$ cat src/common/sjsb_pkg.sv
// shared constants for the short jump / subtract-with-borrow execution block
package sjsb_pkg;
  localparam int SJSB_PC_W = 16;
  localparam int SJSB_BYTE_W = 8;
  localparam logic [7:0] SJSB_OP_SHORT_JUMP = 8'h80;
  localparam logic [7:0] SJSB_OP_SUB_DIRECT = 8'h95;
  localparam logic [7:0] SJSB_OP_SUB_IMM = 8'h94;
  localparam logic [6:0] SJSB_OP_SUB_IND_HI = 7'h4B;
  localparam logic [4:0] SJSB_OP_SUB_REG_HI = 5'h13;
  localparam logic [15:0] SJSB_JUMP_LEN = 16'h0002;
  localparam logic [15:0] SJSB_PC_RST = 16'h0000;
  localparam logic [7:0] SJSB_ACC_RST = 8'h00;
  localparam int SJSB_NIB_MSB = 3;
  localparam int SJSB_SIGN_BIT = 7;
  localparam int SJSB_JUMP_CYCLES = 2;
  localparam int SJSB_SUB_CYCLES = 1;
  typedef enum logic [2:0] {
    SJSB_SRC_NONE,
    SJSB_SRC_REG,
    SJSB_SRC_DIRECT,
    SJSB_SRC_INDIRECT,
    SJSB_SRC_IMM
  } sjsb_src_e;
endpackage

$ cat src/rtl/sjsb_exec.sv
// execution of the short relative jump and subtract-with-borrow
module sjsb_exec
#(
  parameter int PC_W = sjsb_pkg::SJSB_PC_W
) (
  // clock and reset
  input wire logic i_clk,
  input wire logic i_rst_b,
  // decoded instruction from fetch, one pulse per instruction
  input wire logic i_valid,
  input wire logic [7:0] i_opcode,
  input wire logic [7:0] i_operand,
  // operand fetched by the core for non-immediate sources
  input wire logic [7:0] i_src_data,
  // pc and carry flag loaded by other instructions
  input wire logic i_pc_load,
  input wire logic [PC_W-1:0] i_pc_value,
  input wire logic i_carry_load,
  input wire logic i_carry_value,
  // architectural state
  output logic [PC_W-1:0] o_pc,
  output logic [7:0] o_acc,
  output logic o_carry,
  output logic o_aux_carry,
  output logic o_overflow,
  // source selection and status
  output logic [2:0] o_src_mode,
  output logic [2:0] o_src_reg,
  output logic o_busy,
  output logic o_done
);
  import sjsb_pkg::*;

  typedef enum logic {SJSB_IDLE, SJSB_JUMP_WAIT} sjsb_state_e;

  ////////////////////////////////////////////////////////////////////////////
  // a narrower pc leaves no room to sign-extend the displacement
  if (PC_W < 9 || PC_W > 32) begin
    $error("sjsb_exec pc width must be 9..32");
  end

  function automatic sjsb_src_e sjsb_src_of(input logic [7:0] op);
    if (op == SJSB_OP_SUB_DIRECT) sjsb_src_of = SJSB_SRC_DIRECT;
    else if (op == SJSB_OP_SUB_IMM) sjsb_src_of = SJSB_SRC_IMM;
    else if (op[7:1] == SJSB_OP_SUB_IND_HI) sjsb_src_of = SJSB_SRC_INDIRECT;
    else if (op[7:3] == SJSB_OP_SUB_REG_HI) sjsb_src_of = SJSB_SRC_REG;
    else sjsb_src_of = SJSB_SRC_NONE;
  endfunction

  ////////////////////////////////////////////////////////////////////////////
  sjsb_src_e src;
  logic is_jump;
  logic [7:0] operand;
  logic [7:0] diff;
  logic borrow;
  logic aux_borrow;
  logic ovf;

  always_comb begin
    src = i_valid ? sjsb_src_of(i_opcode) : SJSB_SRC_NONE;
    is_jump = i_valid && (i_opcode == SJSB_OP_SHORT_JUMP);
    // immediate comes with the instruction, other modes from the core
    operand = (src == SJSB_SRC_IMM) ? i_operand : i_src_data;
  end

  sjsb_sub_alu #(
    .WIDTH(SJSB_BYTE_W)
  ) u_alu (
    .i_acc(o_acc),
    .i_src(operand),
    .i_carry(o_carry),
    .o_diff(diff),
    .o_borrow(borrow),
    .o_aux_borrow(aux_borrow),
    .o_overflow(ovf)
  );

  ////////////////////////////////////////////////////////////////////////////
  sjsb_state_e state;
  sjsb_state_e next_state;
  logic [PC_W-1:0] target;
  logic [PC_W-1:0] next_target;
  logic done;
  logic next_done;
  logic [PC_W-1:0] pc;
  logic [PC_W-1:0] next_pc;
  logic [7:0] acc;
  logic [7:0] next_acc;
  logic cy;
  logic next_cy;
  logic ac;
  logic next_ac;
  logic ov;
  logic next_ov;
  logic idle;
  logic take_jump;
  logic take_sub;
  logic [PC_W-1:0] pc_step;
  logic [PC_W-1:0] disp_ext;

  // a pc load in idle drops whatever instruction shares its cycle
  always_comb begin
    idle = (state == SJSB_IDLE);
    take_jump = idle && !i_pc_load && is_jump;
    take_sub = idle && !i_pc_load && (src != SJSB_SRC_NONE);
    pc_step = PC_W'(SJSB_JUMP_LEN);
    // sign-extend so a negative byte walks back up to 128 bytes
    disp_ext = {{(PC_W-SJSB_BYTE_W){i_operand[SJSB_SIGN_BIT]}}, i_operand};
  end

  ////////////////////////////////////////////////////////////////////////////
  // sequencer: a jump needs a second machine cycle to commit
  always_comb begin
    next_state = state;
    next_target = target;
    next_done = 1'b0;
    unique case (state)
      SJSB_IDLE: begin
        if (take_jump) begin
          // advance past both bytes first, then add; wraps modulo pc width
          next_target = pc + pc_step + disp_ext;
          next_state = SJSB_JUMP_WAIT;
        end else if (take_sub) begin
          next_done = 1'b1;
        end
      end
      SJSB_JUMP_WAIT: begin
        next_done = 1'b1;
        next_state = SJSB_IDLE;
      end
    endcase
  end

  always_ff @(posedge i_clk or negedge i_rst_b) begin
    if (!i_rst_b) begin
      state <= SJSB_IDLE;
      target <= PC_W'(SJSB_PC_RST);
      done <= 1'b0;
    end else begin
      state <= next_state;
      target <= next_target;
      done <= next_done;
    end
  end

  ////////////////////////////////////////////////////////////////////////////
  // program counter: loads only land in idle so a jump cannot be torn
  always_comb begin
    next_pc = pc;
    if (!idle) begin
      // second machine cycle commits the branch; flags untouched
      next_pc = target;
    end else if (i_pc_load) begin
      next_pc = i_pc_value;
    end
  end

  always_ff @(posedge i_clk or negedge i_rst_b) begin
    if (!i_rst_b) begin
      pc <= PC_W'(SJSB_PC_RST);
    end else begin
      pc <= next_pc;
    end
  end

  ////////////////////////////////////////////////////////////////////////////
  // accumulator and flags; the jump path never reaches them
  always_comb begin
    next_acc = acc;
    next_cy = cy;
    next_ac = ac;
    next_ov = ov;
    if (i_carry_load) begin
      next_cy = i_carry_value;
    end
    // a subtract in the same cycle beats a carry written from outside
    if (take_sub) begin
      next_acc = diff;
      next_cy = borrow;
      next_ac = aux_borrow;
      next_ov = ovf;
    end
  end

  always_ff @(posedge i_clk or negedge i_rst_b) begin
    if (!i_rst_b) begin
      acc <= SJSB_ACC_RST;
      cy <= 1'b0;
      ac <= 1'b0;
      ov <= 1'b0;
    end else begin
      acc <= next_acc;
      cy <= next_cy;
      ac <= next_ac;
      ov <= next_ov;
    end
  end

  ////////////////////////////////////////////////////////////////////////////
  // source selection follows the offered opcode, even while busy;
  // the core ignores it unless the subtract is actually taken
  always_comb begin
    o_pc = pc;
    o_acc = acc;
    o_carry = cy;
    o_aux_carry = ac;
    o_overflow = ov;
    o_src_mode = src;
    // register number in the low bits; indirect uses bit 0 only
    o_src_reg = i_opcode[2:0];
    o_busy = (state == SJSB_JUMP_WAIT);
    o_done = done;
  end
endmodule

$ cat src/rtl/sjsb_sub_alu.sv
// subtract-with-borrow arithmetic with flag generation
module sjsb_sub_alu
#(
  parameter int WIDTH = 8
) (
  // operands
  input wire logic [WIDTH-1:0] i_acc,
  input wire logic [WIDTH-1:0] i_src,
  input wire logic i_carry,
  // result and flags
  output logic [WIDTH-1:0] o_diff,
  output logic o_borrow,
  output logic o_aux_borrow,
  output logic o_overflow
);
  import sjsb_pkg::*;
  logic [WIDTH:0] full;
  logic [4:0] nib;
  logic [WIDTH-1:0] low;
  if (WIDTH != 8) begin
    $error("sjsb_sub_alu serves only 8-bit data");
  end
  always_comb begin
    full = {1'b0, i_acc} - {1'b0, i_src} - {{WIDTH{1'b0}}, i_carry};
    nib = {1'b0, i_acc[3:0]} - {1'b0, i_src[3:0]} - {4'h0, i_carry};
    // borrow into bit 7 comes out of the low seven bits
    low = {1'b0, i_acc[WIDTH-2:0]} - {1'b0, i_src[WIDTH-2:0]}
      - {{(WIDTH-1){1'b0}}, i_carry};
    o_diff = full[WIDTH-1:0];
    o_borrow = full[WIDTH];
    o_aux_borrow = nib[4];
    o_overflow = full[WIDTH] ^ low[WIDTH-1];
  end
endmodule

$ cat config.mk
export PLATFORM = sky130hd
export DESIGN_NAME = sjsb_exec
export DESIGN_NICKNAME = d
export VERILOG_FILES = /design/src/common/sjsb_pkg.sv /design/src/rtl/sjsb_exec.sv /design/src/rtl/sjsb_sub_alu.sv
export SDC_FILE = /design/constraint.sdc
export NUM_CORES = 1
export LEC_CHECK = 0
export ABC_AREA = 0
export BUFFER_PORTS_ARGS = -buffer_cell sky130_fd_sc_hd__buf_4
export CORE_MARGIN = 2
export CORE_UTILIZATION = 40
export DETAILED_ROUTE_END_ITERATION = 10
export MAX_ROUTING_LAYER = met4
export PLACE_DENSITY = 0.64
export SYNTH_ARGS = -nofsm -noshare
export SYNTH_HDL_FRONTEND = slang
export SYNTH_SLANG_ARGS = --single-unit
$ cat constraint.sdc
create_clock -name i_clk -period 3.15 [get_ports i_clk]
set_input_delay 0.63 -clock i_clk [delete_from_list [all_inputs] [get_ports i_clk]]
set_output_delay 0.63 -clock i_clk [all_outputs]
set_load 0.03 [all_outputs]
==> metrics.txt <==
Most used DFF post-synth dfrtp_1; area share of the largest cell type after synthesis 34.5%; non-filler cells, final 559; Seq/Total Area, Yosys 34.5%; Multi-input gate area 2060 sq um; first-pass GRT wire length 13100 um; CP endpoint o_overflow$_DFFE_PN0P_; Final period util 126%; Slew HR around three fifths; syn nets 448; Min Hold Slack 0.329 ns; setup_tns -2.85 ns; Reg clk slew, reported paths 0.09 ns; Final Hold Viols 0; CP max FO 2; CTS H-tree depth 2; Final HPWL DP about 6100 um; crit path from i_opcode[5]; Data required, critical path around 3.3 ns; Final #Nets 548; register bit total from synthesis 45; Slew Viols, Final 0; largest net degree at the start of global routing 46; die area between 8000 and 9000 sq um; DIE WIDTH around 94 um; Vias approximately 2800; VDD IR max 0.468 mV; worst-skew pair later-pin latency 0.30 ns; Setup crit end kind flop; Post-synth top cells 59 x nand2_1, 47 x o21ai_0, 45 x dfrtp_1, 43 x ha_1, 26 x inv_1; DR WL/cell 14.1 um; Reg2Reg Depth 13; Synth area leaders dfrtp_1 35%, ha_1 16%, o21ai_0 7.2%, nand2_1 6.8%, mux2i_1 5.2%; drt first pass iters 4; status finished, violations left; Buffers on Ports 80; CP Class in -> reg; vias in the first global route 2982; drt first-iter violations 105; # DRC 0; initial antenna violation count 0; clk root buf clkbuf_8; Syn Area/Cell 9.16 sq um; hold buffer count at CTS 0; CP Cell Sequence buf_6, nor3_4, nand4b_1, or3_4, mux2i_1, fa_1, inv_1, ha_2, or2_4, fa_2, nand2b_4, a2111o_1, a31o_1, a21oi_2, xnor2_2, xnor2_1, o21ai_1; Die Y-Extent 94.3 um; filler instances 722; number of synthesis warnings 0; clock buffer depth 2; critical path arrival 4.15 ns; Fmax 0.252 GHz; worst r2r dst o_overflow$_DFFE_PN0P_; Tmin final 3.96 ns; post-route worst setup slack -0.811 ns; Max-cap violations 0; synth unique cells 42; CTS tree yes; violated checks setup timing; slowest cell on the critical path fa_1; Rows 32; Placer Congestion 0.840; CTS Buf Count 5; area grow syn2layout 33.2%; Cell Area, Synth 3260 sq um; core area 7810 sq um; Vias/cell 5.01; Tot GR Track Use 19.0%; Reg area around 1100 sq um; top-count cell post-synth nand2_1; final setup vio count 7; Critical Path Start Type primary input; ratio of cells with drive above 1 in the final layout between 30% and 40%; Antenna Violating Nets Remaining 0; Worst R2R Setup Slack -0.07 ns; leading area contributor after synthesis dfrtp_1; total wire length 7870 um; Final Skew 0.00842 ns; Cell Pwr Density 630 nW/um^2; GRT overflow 0; placed cells roughly 550; CTS Sinks 45; fraction of registers with async set/reset 100%; # IOs 81; worst min path class in -> async; initial core utilization about two fifths; leakage power 2.22 nW; RSZ-0062 raised after global routing true; Mapped Cells 356; largest stage delay on the critical path 0.51 ns; Worst Tran Pin Value 0.571 ns; EDFF count, synth 0; reg-to-reg startpoint o_carry$_DFFE_PN0P_; ant diodes 0
-- where the power goes --
group / switching [mW] / leakage, nW / internal (mW) / total [mW]
sequential: 0.0741 / 0.576 / 0.660 / 0.734
clock: 0.211 / 0.0543 / 0.238 / 0.449
combinational: 0.769 / 1.59 / 0.787 / 1.56
total: 1.05 / 2.22 / 1.68 / 2.74
-- worst min path at each step --
stage | to | slack (ns) | depth (start not counted)
floorplan | o_acc[0]$_DFFE_PN0P_ | 0.33 | 0
global placement | target[0]$_DFFE_PN0P_ | 0.46 | 2
detailed placement | target[0]$_DFFE_PN0P_ | 0.47 | 2
CTS | o_pc[13]$_DFFE_PN0P_ | 0.35 | 1
global route | o_pc[13]$_DFFE_PN0P_ | 0.37 | 1
finish | o_pc[6]$_DFFE_PN0P_ | 0.33 | 1
-- registers in the layout, indices dropped and copies added (netlist names) --
| signal | flops |
|---|---|
| o_carry | 1 |
| o_acc | 8 |
| o_done | 1 |
| o_overflow | 1 |
| o_pc | 16 |
| target | 16 |
| o_aux_carry | 1 |
| o_busy | 1 |
-- placed cells by master (no fill, tap or decap), drive strengths merged, types with 4 or more instances in the layout --
cell,instances
a21oi,12
nand2b,4
buf,107
a21o,8
inv,26
mux2i,17
xor2,9
nor2,15
o21ai,49
clkbuf,5
xnor2,15
mux2,7
dfrtp,45
ha,43
nand2,59
-- what timing repair did --
action	CTS	global route
resized for setup	10	4
endpoints found under the setup margin	8	8
pin swaps	15	5
buffers inserted	2	1
-- layout make-up --
cell class | count | share of cell area, %
clock buffer | 5 | 1.58
clock inverter | 3 | 1.07
sequential | 45 | 25.9
inverter | 26 | 2.25
multi-input combinational | 271 | 47.3
timing repair buffer | 107 | 18.9
tap | 102 | 2.94
-- critical path: cells and delay by family --
kind	cells	cell delay, ns
AOI/OAI and AO/OA	4	0.85
xor gates and xnor gates	2	0.28
adders and majority gates	3	1.03
buffers and inverters	2	0.15
muxes	1	0.14
and+or+nand+nor	5	1.07
-- per-layer routing --
layer / vias to the layer above / track usage, % / wire [um]
met5: - / - / 0
met4: 0 / 3.50 / 46
met3: 4 / 2.41 / 241
met2: 51 / 33.5 / 4040
met1: 1326 / 23.5 / 3540
li1: 1420 / - / -
-- through the flow --
step / util [%] / total power [mW] / worst slack [ns] / area [sq um]
2_1_floorplan: - / 1.69 / -1.12 / 3320
3_3_place_gp: 53.1 / 2.16 / -1.18 / 4140
3_5_place_dp: 53.1 / 2.19 / -1.25 / 4140
4_1_cts: 55.3 / 2.70 / -0.842 / 4320
5_1_grt: 55.7 / 2.95 / -0.923 / 4350
6_report: 55.7 / 2.74 / -0.811 / 4350
-- cells by family (layout without fill, tap and decap cells) --
logic type      Yosys count  in the layout  share of synthesized area [%]
compound gates           81             81                           14.3
xor+xnor                 24             24                           6.67
fa+ha+maj                46             46                           18.3
buf+inv                  40            141                           5.22
flops                    45             45                           34.5
mux                      24             24                           7.63
simple gates             96             96                           13.3
(Power assumes the default switching activity.)
